<file path="config.mk">
export PLATFORM = sky130hd
export DESIGN_NAME = three_wire_serial_io
export DESIGN_NICKNAME = d
export VERILOG_FILES = /design/src/serial_port_pkg.sv /design/src/pin_sync.sv /design/src/serial_shift_engine.sv /design/src/three_wire_serial_io.sv
export SDC_FILE = /design/constraint.sdc
export NUM_CORES = 1
export LEC_CHECK = 0
export BUFFER_PORTS_ARGS = -buffer_cell sky130_fd_sc_hd__clkbuf_2
export CORE_UTILIZATION = 50
export DETAILED_ROUTE_END_ITERATION = 12
export GPL_TIMING_DRIVEN = 0
export MAX_ROUTING_LAYER = met4
export PLACE_DENSITY = 0.8
export SLEW_MARGIN = 10
export SYNTH_ARGS = -nofsm -noshare
export SYNTH_HDL_FRONTEND = slang
export SYNTH_SLANG_ARGS = --single-unit
</file>
<file path="constraint.sdc">
create_clock -name aclk -period 2.5 [get_ports aclk]
set_input_delay 0.625 -clock aclk [delete_from_list [all_inputs] [get_ports aclk]]
set_output_delay 0.625 -clock aclk [all_outputs]
set_load 0.01 [all_outputs]
</file>
<file path="src/serial_port_pkg.sv">
// Shared constants, types and helpers for the three-wire serial port
package serial_port_pkg;

  // ==========================================================
  // Register map (byte addresses on the register bus)
  localparam int ADDR_W = 8;
  localparam logic [ADDR_W-1:0] MODE_REG_ADDR = 8'h00;
  localparam logic [ADDR_W-1:0] TX_BUF_ADDR = 8'h04;
  localparam logic [ADDR_W-1:0] SHIFT_REG_ADDR = 8'h08;

  // ==========================================================
  // Field positions in the serial mode register
  localparam int ENABLE_POS = 7;
  localparam int TRMD_POS = 6;
  localparam int ORDER_POS = 4;
  localparam int FLAG_POS = 0;
  localparam int MSB_POS = 7;
  localparam int LSB_POS = 0;

  // ==========================================================
  // Reset values and counts
  localparam logic [7:0] SHIFT_RESET = 8'h00;
  localparam logic [7:0] TX_BUF_RESET = 8'h00;
  localparam logic [2:0] FIRST_BIT = 3'h0;
  localparam logic [2:0] LAST_BIT = 3'h7;
  localparam logic [3:0] BITS_PER_WORD = 4'h8;
  localparam logic [1:0] RESP_OKAY = 2'h0;
  localparam logic [1:0] RESP_SLVERR = 2'h2;

  // ==========================================================
  // Types
  typedef struct packed {
    logic enable;
    logic trmd;
    logic lsb_first;
  } mode_t;

  localparam mode_t MODE_RESET = '0;

  typedef struct packed {
    logic sck;
    logic sdi;
  } pin_in_t;

  // Idle pin levels; the clock rests high, so reset must not fake a rise
  localparam pin_in_t PIN_IDLE = '{sck: 1'b1, sdi: 1'b0};

  typedef enum logic {
    ENG_IDLE = 1'b0,
    ENG_SHIFT = 1'b1
  } eng_state_t;

  // ==========================================================
  // Bit-order helpers
  // Bit that currently faces the data output pin
  function automatic logic out_bit(input logic [7:0] v, input logic lsb_first);
    return lsb_first ? v[LSB_POS] : v[MSB_POS];
  endfunction

  // Shift one received bit in, pushing the sent bit out
  function automatic logic [7:0] shift_in(input logic [7:0] v, input logic lsb_first,
                                          input logic b);
    return lsb_first ? {b, v[7:1]} : {v[6:0], b};
  endfunction

endpackage

</file>
<file path="src/pin_sync.sv">
// Two-stage synchroniser for the serial clock and data-in pins
`timescale 1ns/1ps
module pin_sync (
  // Clock and reset
  input wire logic aclk,
  input wire logic aresetn,
  // Pins from outside the clock domain
  input wire serial_port_pkg::pin_in_t async_in,
  // Synchronised copy
  output serial_port_pkg::pin_in_t synced
);
  import serial_port_pkg::*;

  pin_in_t stage1_reg;

  // First stage feeds only the second stage
  always_ff @(posedge aclk) begin
    if (!aresetn) begin
      stage1_reg <= PIN_IDLE;
      synced <= PIN_IDLE;
    end else begin
      stage1_reg <= async_in;
      synced <= stage1_reg;
    end
  end
endmodule

</file>
<file path="src/serial_shift_engine.sv">
// Eight-bit shift engine: one bit in and one bit out per serial clock rise
`timescale 1ns/1ps
module serial_shift_engine (
  // Clock and reset
  input wire logic aclk,
  input wire logic aresetn,
  // Control from the register side
  input wire logic clear,
  input wire logic start,
  input wire logic load,
  input wire logic [7:0] load_data,
  input wire logic lsb_first,
  // Link events, already synchronised
  input wire logic sck_rise,
  input wire logic sdi,
  // State
  output logic busy,
  output logic [7:0] shift_value,
  output logic out_value
);
  import serial_port_pkg::*;

  eng_state_t state_reg;
  logic [2:0] count_reg;
  wire last_rise = (state_reg == ENG_SHIFT) && sck_rise && (count_reg == LAST_BIT);

  assign busy = (state_reg == ENG_SHIFT);
  assign out_value = out_bit(shift_value, lsb_first);

  // State and bit count; clear acts at once and beats a start
  always_ff @(posedge aclk) begin
    if (!aresetn || clear) begin
      state_reg <= ENG_IDLE;
      count_reg <= FIRST_BIT;
    end else if (start && state_reg == ENG_IDLE) begin
      state_reg <= ENG_SHIFT;
      count_reg <= FIRST_BIT;
    end else if (state_reg == ENG_SHIFT && sck_rise) begin
      count_reg <= count_reg + 3'h1;
      if (last_rise) begin
        state_reg <= ENG_IDLE;
      end
    end
  end

  // Shift register: parallel load, then full-duplex serial shift
  always_ff @(posedge aclk) begin
    if (!aresetn || clear) begin
      shift_value <= SHIFT_RESET;
    end else if (start && load && state_reg == ENG_IDLE) begin
      shift_value <= load_data;
    end else if (state_reg == ENG_SHIFT && sck_rise) begin
      shift_value <= shift_in(shift_value, lsb_first, sdi);
    end
  end
endmodule

</file>
<file path="src/three_wire_serial_io.sv">
// Three-wire clocked serial port with AXI4-Lite register access
//
// Notes on behaviour
// - Only stop mode and three-wire mode exist.
// - Stop mode: no traffic, logic held idle.
// - Eight bits per transfer, clock plus two data lines.
// - Send and receive shift in the same transfer.
// - Software picks MSB-first or LSB-first order.
// - Buffer write starts transfer when enabled, transmit mode.
// - Buffer word loads shifter and drives data out.
// - Transmit buffer is read/write, reset value unimportant.
// - Eight-bit shifter, both directions, software readable.
// - Receive mode: shifter read starts a reception.
// - Reception shifts sampled data-in bits into shifter.
// - Reset clears the shifter to zero.
// - Clearing enable stops port, clears flag and shifter.
// - Receive-only mode holds data out low.
// - Read-only flag shows a transfer in progress.
//
// Added by the designer: the AXI4-Lite interface to the registers and the register offsets.
`timescale 1ns/1ps
module three_wire_serial_io (
  // Clock and reset
  input wire logic aclk,
  input wire logic aresetn,
  // AXI4-Lite write address
  input wire logic [serial_port_pkg::ADDR_W-1:0] awaddr,
  input wire logic [2:0] awprot,
  input wire logic awvalid,
  output logic awready,
  // AXI4-Lite write data
  input wire logic [31:0] wdata,
  input wire logic [3:0] wstrb,
  input wire logic wvalid,
  output logic wready,
  // AXI4-Lite write response
  output logic [1:0] bresp,
  output logic bvalid,
  input wire logic bready,
  // AXI4-Lite read address
  input wire logic [serial_port_pkg::ADDR_W-1:0] araddr,
  input wire logic [2:0] arprot,
  input wire logic arvalid,
  output logic arready,
  // AXI4-Lite read data
  output logic [31:0] rdata,
  output logic [1:0] rresp,
  output logic rvalid,
  input wire logic rready,
  // Serial link pins
  input wire logic serial_clock_pin,
  input wire logic serial_data_in_pin,
  output logic serial_data_out_pin
);
  import serial_port_pkg::*;

  // ==========================================================
  // Declarations
  mode_t mode_reg;
  logic [7:0] tx_buf_reg;
  logic aw_held_reg;
  logic w_held_reg;
  logic [ADDR_W-1:0] waddr_reg;
  logic [7:0] wbyte_reg;
  logic wlane_reg;
  logic bvalid_reg;
  logic [1:0] bresp_reg;
  logic rvalid_reg;
  logic [1:0] rresp_reg;
  logic [31:0] rdata_reg;
  logic so_reg;
  logic sck_prev_reg;
  logic [3:0] rise_seen_reg;
  pin_in_t pins_raw;
  pin_in_t pins_sync;
  logic busy;
  logic [7:0] shift_value;
  logic out_value;

  // ==========================================================
  // Link side: synchronise pins and find serial clock rises
  assign pins_raw = '{sck: serial_clock_pin, sdi: serial_data_in_pin};

  pin_sync u_sync (
    .aclk(aclk),
    .aresetn(aresetn),
    .async_in(pins_raw),
    .synced(pins_sync)
  );

  // Previous clock level, read only after both sync stages
  // Reset to the idle level so that release makes no false rise
  always_ff @(posedge aclk) begin
    if (!aresetn) begin
      sck_prev_reg <= PIN_IDLE.sck;
    end else begin
      sck_prev_reg <= pins_sync.sck;
    end
  end

  wire sck_rise = pins_sync.sck && !sck_prev_reg;

  // ==========================================================
  // Write channel: address and data taken in either order
  assign awready = !aw_held_reg && !bvalid_reg;
  assign wready = !w_held_reg && !bvalid_reg;
  wire aw_fire = awvalid && awready;
  wire w_fire = wvalid && wready;
  wire have_aw = aw_held_reg || aw_fire;
  wire have_w = w_held_reg || w_fire;
  wire do_write = have_aw && have_w && !bvalid_reg;
  wire [ADDR_W-1:0] wr_addr = aw_held_reg ? waddr_reg : awaddr;
  wire [7:0] wr_byte = w_held_reg ? wbyte_reg : wdata[7:0];
  wire wr_lane = w_held_reg ? wlane_reg : wstrb[0];
  wire wr_is_mode = (wr_addr == MODE_REG_ADDR);
  wire wr_is_tx = (wr_addr == TX_BUF_ADDR);
  wire wr_is_shift = (wr_addr == SHIFT_REG_ADDR);
  wire wr_mapped = wr_is_mode || wr_is_tx || wr_is_shift;
  // Registers live in byte lane 0; other lanes are ignored
  wire wr_mode = do_write && wr_is_mode && wr_lane;
  wire wr_tx = do_write && wr_is_tx && wr_lane;

  // Hold whichever half arrived first until the other joins it
  always_ff @(posedge aclk) begin
    if (!aresetn) begin
      aw_held_reg <= 1'b0;
      w_held_reg <= 1'b0;
      waddr_reg <= '0;
      wbyte_reg <= 8'h00;
      wlane_reg <= 1'b0;
    end else if (do_write) begin
      aw_held_reg <= 1'b0;
      w_held_reg <= 1'b0;
    end else begin
      if (aw_fire) begin
        aw_held_reg <= 1'b1;
        waddr_reg <= awaddr;
      end
      if (w_fire) begin
        w_held_reg <= 1'b1;
        wbyte_reg <= wdata[7:0];
        wlane_reg <= wstrb[0];
      end
    end
  end

  // Write response; shifter is read-only, so a write there is dropped
  always_ff @(posedge aclk) begin
    if (!aresetn) begin
      bvalid_reg <= 1'b0;
      bresp_reg <= RESP_OKAY;
    end else if (do_write) begin
      bvalid_reg <= 1'b1;
      bresp_reg <= wr_mapped ? RESP_OKAY : RESP_SLVERR;
    end else if (bready) begin
      bvalid_reg <= 1'b0;
    end
  end

  assign bvalid = bvalid_reg;
  assign bresp = bresp_reg;

  // ==========================================================
  // Mode and transmit buffer registers
  // Mode bits written freely; the flag bit is read-only
  always_ff @(posedge aclk) begin
    if (!aresetn) begin
      mode_reg <= MODE_RESET;
    end else if (wr_mode) begin
      mode_reg.enable <= wr_byte[ENABLE_POS];
      mode_reg.trmd <= wr_byte[TRMD_POS];
      mode_reg.lsb_first <= wr_byte[ORDER_POS];
    end
  end

  // Plain read/write buffer; its reset value carries no meaning
  always_ff @(posedge aclk) begin
    if (!aresetn) begin
      tx_buf_reg <= TX_BUF_RESET;
    end else if (wr_tx) begin
      tx_buf_reg <= wr_byte;
    end
  end

  // ==========================================================
  // Transfer starts; a start while busy is ignored, not queued
  wire idle_enabled = mode_reg.enable && !busy;
  wire start_tx = wr_tx && idle_enabled && mode_reg.trmd;
  wire ar_fire = arvalid && arready;
  wire start_rx = ar_fire && (araddr == SHIFT_REG_ADDR) && idle_enabled
                  && !mode_reg.trmd;
  wire start_any = start_tx || start_rx;

  // Shifter runs full duplex: sends tx bits while taking sdi bits
  serial_shift_engine u_engine (
    .aclk(aclk),
    .aresetn(aresetn),
    .clear(!mode_reg.enable),
    .start(start_any),
    .load(start_tx),
    .load_data(wr_byte), // Incoming byte: the buffer only updates at this edge
    .lsb_first(mode_reg.lsb_first),
    .sck_rise(sck_rise),
    .sdi(pins_sync.sdi),
    .busy(busy),
    .shift_value(shift_value),
    .out_value(out_value)
  );

  // Data out forced low unless enabled in transmit/receive mode
  always_ff @(posedge aclk) begin
    if (!aresetn) begin
      so_reg <= 1'b0;
    end else begin
      so_reg <= mode_reg.enable && mode_reg.trmd && out_value;
    end
  end

  assign serial_data_out_pin = so_reg;

  // ==========================================================
  // Read channel: one read at a time, answered one cycle later
  assign arready = !rvalid_reg;
  wire [7:0] mode_view = {mode_reg.enable, mode_reg.trmd, 1'b0, mode_reg.lsb_first,
                          3'h0, busy};
  wire rd_is_mode = (araddr == MODE_REG_ADDR);
  wire rd_is_tx = (araddr == TX_BUF_ADDR);
  wire rd_is_shift = (araddr == SHIFT_REG_ADDR);
  wire rd_mapped = rd_is_mode || rd_is_tx || rd_is_shift;
  wire [7:0] rd_byte = rd_is_mode ? mode_view :
                       rd_is_tx ? tx_buf_reg :
                       rd_is_shift ? shift_value : 8'h00;

  // Read data latched at the address handshake
  always_ff @(posedge aclk) begin
    if (!aresetn) begin
      rvalid_reg <= 1'b0;
      rresp_reg <= RESP_OKAY;
      rdata_reg <= 32'h0000_0000;
    end else if (ar_fire) begin
      rvalid_reg <= 1'b1;
      rresp_reg <= rd_mapped ? RESP_OKAY : RESP_SLVERR;
      rdata_reg <= {24'h00_0000, rd_byte};
    end else if (rready) begin
      rvalid_reg <= 1'b0;
    end
  end

  assign rvalid = rvalid_reg;
  assign rresp = rresp_reg;
  assign rdata = rdata_reg;

  // ==========================================================
  // Checking helpers: count clock rises within a transfer
  always_ff @(posedge aclk) begin
    if (!aresetn || start_any) begin
      rise_seen_reg <= 4'h0;
    end else if (busy && sck_rise && rise_seen_reg != BITS_PER_WORD) begin
      rise_seen_reg <= rise_seen_reg + 4'h1;
    end
  end
endmodule

</file>
# --- Word level (Yosys, flattened, before mapping) ---
# Index checks and enable logic that the tools add are counted.
op_classes:
  addsub: 1
  eq_ne: 5
  n_mux: 19
  n_bitwise: 3
  reduce_logical: 54
op_table:
  columns: ["operator", "n"]
  rows:
  - ["two-way mux 8 bit", 8]
  - ["logical AND 1 bit", 25]
  - ["== test 8 x 3 -> 1 bit, second input constant", 2]
  - ["== test 8 x 4 -> 1 bit, second input constant", 2]
  - ["zero test 8 bit", 2]
  - ["nonzero test 2 bit", 5]
  - ["zero test 1 bit", 9]
  - ["two-way mux 1 bit", 9]
  - ["logical OR 1 bit", 8]
  - ["AND reduction 2 bit", 3]
  - ["two-way mux 2 bit", 2]
  - ["OR reduction 2 bit", 2]
  - ["adder 3 x 1 -> 3 bit, second input constant", 1]
  - ["== test 3 bit, second input constant", 1]
  - ["NOT 1 bit", 3]
word_totals:
  ff_bits: 62
  input_bits: 67
  output_inout_bits: 42
  word_cells: 105

# --- Longest topological paths before layout ---
# Gate-level depths: netlist of run 1.
depth:
  word_depth: 14
  mapped_depth: 6
  ltp_nobuf: 4

# --- By module ---
# From an unflattened synthesis of run 1, not the netlist that was laid out.
unflattened:
  hier_cells: 316
  area_unflattened_um2: 3080.5
by_module_without_submodules:
  columns: ["mod", "instances", "cells_each", "area_per_inst_um2", "seq_area_each_um2"]
  rows:
  - ["three_wire_serial_io", 1, 246, 2280.9, 880.8]
  - ["serial_shift_engine", 1, 62, 694.4, 240.2]
  - ["pin_sync", 1, 8, 105.1, 80.1]

# --- Worst setup path before layout of run 1 ---
# OpenSTA, ideal clock, no wires.
synth_path:
  path_kind: "input to register"
  from: "input awaddr[5] in the netlist's numbering"
  to: "register u_engine.shift_value[0]"
  setup_ps: 72
  arrival_time_ps: 2047
  required_ps: 2428
  setup_slack_ps: 381
  cell_stages: 5
  path_buffers: 1
  cell_sequence: "or4_2 -> o22ai_2 -> and3_4 -> buf_12 -> mux2i_1"
synth_via:
  elab_chain_len: 10
  word_cells_on_any_way: 11
  cone_classes: "eq/ne (1); mux (2); reduce/logical (8)"
synth_lines:
  columns: ["element", "line", "rtl"]
  rows:
  - ["start, declared", "three_wire_serial_io.sv:27", "input wire logic [serial_port_pkg::ADDR_W-1:0] awaddr,"]
  - ["two-way mux 8 bit *", "three_wire_serial_io.sv:112", "wire [ADDR_W-1:0] wr_addr = aw_held_reg ? waddr_reg : awaddr;"]
  - ["== test 8 x 3 -> 1 bit *", "three_wire_serial_io.sv:116", "wire wr_is_tx = (wr_addr == TX_BUF_ADDR);"]
  - ["logical AND 1 bit * (2 in series)", "three_wire_serial_io.sv:121", "wire wr_tx = do_write && wr_is_tx && wr_lane;"]
  - ["logical AND 1 bit * (2 in series)", "three_wire_serial_io.sv:188", "wire start_tx = wr_tx && idle_enabled && mode_reg.trmd;"]
  - ["logical OR 1 bit", "three_wire_serial_io.sv:192", "wire start_any = start_tx || start_rx;"]
  - ["logical AND 1 bit * (2 in series)", "serial_shift_engine.sv:50", "end else if (start && load && state_reg == ENG_IDLE) begin"]
  - ["two-way mux 8 bit / nonzero test 2 bit (equally long branches)", null, null]
  - ["end signal, assigned", "serial_shift_engine.sv:51", "shift_value <= load_data;"]
  - ["end signal, assigned", "serial_shift_engine.sv:53", "shift_value <= shift_in(shift_value, lsb_first, sdi);"]
  - ["end, declared", "serial_shift_engine.sv:18", "output logic [7:0] shift_value,"]
# Mark *: on every way between the ends. The rest lies on a longest branch, timed or not.
# A chain may end at the register's enable or synchronous reset.

# --- Final worst setup path of run 1 ---
layout_path:
  from: "register aw_held_reg"
  to: "register u_engine.shift_value[7]"
layout_via:
  elab_chain_len: 14
  word_cells_on_any_way: 17
  cone_classes: "eq/ne (1); mux (2); reduce/logical (14)"
layout_lines:
  columns: ["element", "line", "rtl"]
  rows:
  - ["start, declared", "three_wire_serial_io.sv:61", "logic aw_held_reg;"]
  - ["start signal, assigned", "three_wire_serial_io.sv:126", "aw_held_reg <= 1'b0;"]
  - ["start signal, assigned", "three_wire_serial_io.sv:132", "aw_held_reg <= 1'b0;"]
  - ["start signal, assigned", "three_wire_serial_io.sv:136", "aw_held_reg <= 1'b1;"]
  - ["zero test 1 bit", "three_wire_serial_io.sv:105", "assign awready = !aw_held_reg && !bvalid_reg;"]
  - ["logical AND 1 bit", "three_wire_serial_io.sv:105", null]
  - ["logical AND 1 bit", "three_wire_serial_io.sv:107", "wire aw_fire = awvalid && awready;"]
  - ["logical OR 1 bit", "three_wire_serial_io.sv:109", "wire have_aw = aw_held_reg || aw_fire;"]
  - ["logical AND 1 bit (2 in series)", "three_wire_serial_io.sv:111", "wire do_write = have_aw && have_w && !bvalid_reg;"]
  - ["logical AND 1 bit * (2 in series)", "three_wire_serial_io.sv:121", null]
  - ["logical AND 1 bit * (2 in series)", "three_wire_serial_io.sv:188", null]
  - ["logical OR 1 bit", "three_wire_serial_io.sv:192", null]
  - ["logical AND 1 bit * (2 in series)", "serial_shift_engine.sv:50", null]
  - ["two-way mux 8 bit / nonzero test 2 bit (equally long branches)", null, null]
# Marked as above.

==> impl_metrics.toml, run 1 <==
[worst_setup_path]
r2r_slack_ns = 0.42
critPathBufInv = 2
path_cells = "buf_6, or4b_2, o22ai_2, and3_4, buf_12, mux2i_1"
critPathCapture = "u_engine.shift_value[7]$_SDFFE_PP0P_"
ff2ff_path_depth = 6
cp_num_cells = 6
slowest_delay_ns = 0.60
critical_path_class = "reg2reg"
timing.rr.end = "u_engine.shift_value[7]$_SDFFE_PP0P_"
worstPathMaxFanout = 10
cp.arrival_ns = 2.34
timing.rr.start = "aw_held_reg$_SDFFE_PP0P_"
worst_path_max_delay_cell = "or4b_2"
required_ns = 2.76
crit_start = "aw_held_reg$_SDFFE_PP0P_"
start_kind = "flop"
worst_path_dominant_cell_family = "simple AND/OR/NAND/NOR gates"
crit_path_end_kind = "flop"

[floorplan]
start_util_pct = 52.0
die_x_um = 80.5
core_um2 = 5920
dieArea_um2 = 6480
num_io_pins = 109
num_rows = 28
die_h_um = 80.5

[finish]
drive_gt1_share_pct = 25.6
synthToLayoutAreaGrowth_pct = 19.8
seq_area_um2 = 1200
final_util_pct = 62.3
fillers = 535
antenna_cells = 0
multi_input_area_um2 = 1680
finalNetCount = 479

[cts]
clockRootBuffer = "clkbuf_8"
clock_latency_ns = 0.34
clock_path_buffers = 2
cts-hold-fix-buffers = 0
cts_tree = "yes"
numCtsBuffers = 9
clk_pin_slew_worst_paths_ns = 0.07
cts_resized = 0
htreeDepth = 3
clkSinkCount = 60
post-cts-setup-buffer-count = 0

[synthesis]
synth_xor_area_share_pct = 0.284
synth_top_family_by_area = "multiplexers"
ys_ff_latch = 60
synth-compound-area-share_pct = 9.63
synthFlopType = "dfxtp_1"
synth_common_cells = "60 x dfxtp_1, 53 x mux2i_1, 45 x nand2_1"
synthMuxAreaShare_pct = 20.5
synth-warning-count = 0
synth-adder-area-share_pct = 0.812
yosysSeqAreaShare_pct = 39.0
synthCells = 327
synth_cell_types = 43
ys_top_cells_by_area = "dfxtp_1 39%, mux2i_1 17%, buf_4 6.3%, nand2_1 5.5%, nor2b_1 4.1%"
synth_async_sr_flop_share_pct = 0
synth_enable_flop_cells = 0
avgSynthCellArea_um2 = 9.42
post-synth-top-count-cell = "dfxtp_1"
syn_area_um2 = 3080
synth-simple-area-share_pct = 20.0
synth_top_area_cell = "dfxtp_1"
synth.top_cell.area_share_pct = 39.0

[timing]
final-max-slew-violation-count = 0
fmax_mhz = 481
finalCritPeriodShare_pct = 83.2
finalHoldViolations = 0
period_minus_slack_ns = 2.08
setup-violations-final = 0
fin_worst_skew_ns = 0.00861
tns_ns = 0
tightestPinTransition_ns = 0.651
rsz0062_at_grt = "no"
max_slew_margin_pct = 56.6

[route]
ant_nets = 0
num_vias = 2466
routed_via_density = 5.04
drt_wl_total_um = 6450
drt_iter0_markers = 128
drc = 0
dr.pass1.iters = 6
wl_per_cell_um = 13.2

[global_routing]
overflow = 0
grt_pass1_vias = 2326
grt_usage_pct = 22.5
grt_max_degree = 11
antenna_found_initial = 0
grt_pass1_wl_um = 10600

[pwr]
cellInternalPower_mw = 1.58
leakage_nw = 1.63
p_comb_share_pct = 13.2
switchingPower_mw = 0.520
p_sw_share_pct = 24.8
powerDensity_nw_per_um2 = 568
seq_power_share_pct = 47.8
vdd_drop_max_v = 0.000339
pwr-share-clk_pct = 39.0

[outcome]
status = "finished, final reports clean"

[flow_run]
cap_violations = 0

[worst_hold_path]
hold_path_class = "reg2reg"
holdPathStages = 1

[placement]
place_congestion = 0.957
dp_hpwl_um = 4800
port_buffers = 47
## cell usage in the layout, fill, tap and decap left out, types with 2 or more instances in the layout
cell       netlist  final
clkbuf_8         0     13
nor3b_1          2      2
nor2b_1         20     20
buf_4           26     26
clkbuf_1        15     16
nand3_1          7      7
a22oi_1          4      4
o2bb2ai_1        4      4
dfxtp_1         60     60
conb_1           1     26
nand2_1         45     45
and2_1           7      7
inv_1            2      2
o211ai_1         8      8
o21ai_0          2      2
mux2i_1         53     53
nand2b_1         6      6
buf_1            2      2
a21oi_1          4      4
nor2_1          12     12
nand3b_1         3      3
mux2_2           9      9
nor3_1           3      3
o31ai_1          4      4
clkbuf_2         0     47
a21boi_0         5      5
nor4_1           4      4
ha_1             2      2
## how the worst min path moves through the flow
stage / from / end / slack [ns]
after detailed placement: u_sync.stage1_reg[1]$_SDFF_PN1_ / u_sync.synced[1]$_SDFF_PN1_ / 0.41
after global placement: u_sync.stage1_reg[1]$_SDFF_PN1_ / u_sync.synced[1]$_SDFF_PN1_ / 0.40
after floorplan: u_sync.stage1_reg[1]$_SDFF_PN1_ / u_sync.synced[1]$_SDFF_PN1_ / 0.39
after CTS: u_sync.stage1_reg[1]$_SDFF_PN1_ / u_sync.synced[1]$_SDFF_PN1_ / 0.43
after global routing: u_sync.stage1_reg[1]$_SDFF_PN1_ / u_sync.synced[1]$_SDFF_PN1_ / 0.46
final: u_sync.stage1_reg[1]$_SDFF_PN1_ / u_sync.synced[1]$_SDFF_PN1_ / 0.42
## power groups by stage
stage	registers [mW]	logic, mW	clock network [mW]
after detailed placement	1.02	0.274	0
after floorplan	1.02	0.199	0
after global placement	1.02	0.270	0
after CTS	1.00	0.276	0.838
final	1.00	0.277	0.818
after global routing	1.00	0.305	0.873
## area by class of cell
type                            instances  area share [%]
Sequential cell                        60            32.5
Buffer                                 45            7.86
Tap cell                               75            2.54
Clock buffer                           14            4.95
Multi-Input combinational cell        245            45.4
Clock inverter                          1           0.136
Timing Repair Buffer                   47            6.37
Inverter                                2           0.203
## metrics by stage
stage | worst slack, ns | cell area [um^2] | cells | hold WS, ns | power, mW
2_1_floorplan | 0.381 | 3170 | 352 | 0.386 | 1.22
3_3_place_gp | 0.179 | 3500 | 474 | 0.399 | 1.29
3_5_place_dp | 0.126 | 3500 | 474 | 0.411 | 1.30
4_1_cts | 0.421 | 3690 | 489 | 0.430 | 2.12
5_1_grt | 0.311 | 3690 | 489 | 0.457 | 2.18
6_report | 0.419 | 3690 | 489 | 0.420 | 2.10
## metal layers
layer	GRT usage [%]	routed length (um)	vias to the layer above
li1	-	-	1252
met1	26.6	2810	1127
met2	35.7	3150	77
met3	4.77	406	10
met4	12.5	76	0
met5	-	0	-
## cell families (layout without fill, tap and decap cells)
logic type	after synthesis	count (layout)
AO/OA/AOI/OAI	37	37
XOR/XNOR	1	1
buffers and inverters	47	109
adder cells (fa/ha/maj)	2	2
AND/OR/NAND/NOR	117	117
other	1	26
multiplexers	62	62
flip-flops	60	60
Power figures use the tool's default switching activity.
==> run 2: changes to the inputs <==
CORE_UTILIZATION = 45   (was 50)
PLACE_DENSITY = 0.76   (was 0.8)
clock period = 1.91 ns   (was 2.5 ns; I/O delays follow)
==> run 2 against run 1 <==
Effect of this change:
- the flow now finishes with violations (negative setup slack)
- fmax grew 8.2%
- core utilization shrank 4.2 points
- design area grew 2.3%
- largest cell class unchanged
- largest power group unchanged
- highest routed layer unchanged
==> impl_metrics.toml, run 2 (synthesized netlist as in run 1, its figures left out) <==
[outcome]
status = "finished, violations left"
failed_checks = "negative setup slack"

[finish]
finalNetCount = 487
multi_input_area_um2 = 1690
final_cells = 499
final_util_pct = 58.1
seq_area_um2 = 1200
final_cell_mix = "59 x dfxtp_1, 53 x mux2i_1, 48 x clkbuf_2"
antenna_cells = 0
drive_gt1_share_pct = 27.5
fillers = 601
synthToLayoutAreaGrowth_pct = 22.5
final_common_cell = "dfxtp_1"

[pwr]
power_mw = 2.72
vdd_drop_max_v = 0.000405
powerDensity_nw_per_um2 = 720
leakage_nw = 1.68

[worst_setup_path]
ff2ff_path_depth = 6
critical_path_class = "reg2reg"
worstPathMaxFanout = 5
crit_path_end_kind = "flop"
required_ns = 2.17
slowest_delay_ns = 0.39
start_kind = "flop"
timing.rr.start = "aw_held_reg$_SDFFE_PP0P_"
critPathCapture = "u_engine.shift_value[3]$_SDFFE_PP0P_"
timing.rr.end = "u_engine.shift_value[3]$_SDFFE_PP0P_"
r2r_slack_ns = -0.01
path_cells = "buf_6, or3b_4, a2111oi_4, and3_4, clkbuf_16, mux2i_1"
worst_path_max_delay_cell = "a2111oi_4"
cp.arrival_ns = 2.19
crit_start = "aw_held_reg$_SDFFE_PP0P_"

[global_routing]
antenna_found_initial = 0
grt_max_degree = 11
grt_pass1_wl_um = 10600
grt_pass1_vias = 2278
overflow = 0
grt_usage_pct = 19.7

[timing]
fin_worst_skew_ns = 0.0120
worst_slack_ns = -0.0124
setup-violations-final = 2
rsz0062_at_grt = "yes"
final-max-slew-violation-count = 0
finalCritPeriodShare_pct = 101
max_slew_margin_pct = 54.4
tightestPinTransition_ns = 0.684
hold_ws_ns = 0.324
finalHoldViolations = 0
fmax_mhz = 520
period_minus_slack_ns = 1.92

[route]
drc = 0
drt_iter0_markers = 156
dr.pass1.iters = 6
num_vias = 2484
wl_per_cell_um = 13.6
ant_nets = 0
routed_via_density = 4.98
drt_wl_total_um = 6770

[cts]
htreeDepth = 3
cts-hold-fix-buffers = 0
clkSinkCount = 60
cts_tree = "yes"
clk_pin_slew_worst_paths_ns = 0.07
clockRootBuffer = "clkbuf_8"
clock_latency_ns = 0.34
numCtsBuffers = 9
clock_path_buffers = 2

[flow_run]
cap_violations = 0

[floorplan]
dieArea_um2 = 7180
die_x_um = 84.7
num_rows = 29
core_um2 = 6490
start_util_pct = 47.4
num_io_pins = 109
die_h_um = 84.7

[placement]
place_congestion = 0.828
port_buffers = 47
place_inst = 476
dp_hpwl_um = 4880

[worst_hold_path]
hold_start = "serial_clock_pin"
hold_path_class = "in2reg"
run 2: layout make-up:
class | instances | share of cell area (%)
buffer | 45 | 7.72
clock buffer | 13 | 4.21
clock inverter | 2 | 0.265
inverter | 2 | 0.199
multi-input combinational | 245 | 44.8
sequential | 60 | 31.9
tap | 77 | 2.55
timing repair buffer | 55 | 8.39
run 2: worst min-delay path by stage:
stage | to | slack, ns | depth (start not counted)
detailed placement | u_sync.synced[1]$_SDFF_PN1_ | 0.40 | 1
CTS | u_sync.stage1_reg[1]$_SDFF_PN1_ | 0.31 | 2
global placement | u_sync.synced[1]$_SDFF_PN1_ | 0.40 | 1
floorplan | u_sync.synced[1]$_SDFF_PN1_ | 0.39 | 1
global route | u_sync.stage1_reg[1]$_SDFF_PN1_ | 0.33 | 2
finish | u_sync.stage1_reg[1]$_SDFF_PN1_ | 0.32 | 2
run 2: routing by layer:
metal / GRT usage (%) / part of all wire [%]
met5: - / 0
met3: 4.42 / 3.6
met1: 24.4 / 48
met2: 31.0 / 47
met4: 8.63 / 1.4
run 2: timing repair:
item | in CTS | in global routing
resized for setup | 1 | 4
pin swaps | 5 | 0
gates cloned | 0 | 2
setup endpoints to repair | 17 | 19
buffers inserted | 3 | 3
run 2: where the power goes:
part | leakage [nW] | internal, mW | total (mW) | switching [mW]
registers | 0.487 | 1.29 | 1.31 | 0.0261
clock network | 0.0893 | 0.531 | 1.01 | 0.478
logic | 1.10 | 0.194 | 0.394 | 0.201
run 2: through the flow:
| step | instance area (um^2) | setup slack (ns) | TNS (ns) |
|---|---|---|---|
| 2_1_floorplan | 3190 | 0.00868 | 0 |
| 3_3_place_gp | 3520 | -0.162 | -2.15 |
| 3_5_place_dp | 3520 | -0.171 | -2.24 |
| 4_1_cts | 3710 | 0.0188 | 0 |
| 5_1_grt | 3770 | -0.0716 | -0.522 |
| 6_report | 3770 | -0.0124 | -0.0212 |
run 2: worst max-delay path: cells and delay by family, from the launching register on:
family          cells  cell delay (ns)
mux                 1             0.16
simple gates        2             0.67
compound gates      1             0.39
buf+inv             2             0.28
flops               1             0.35
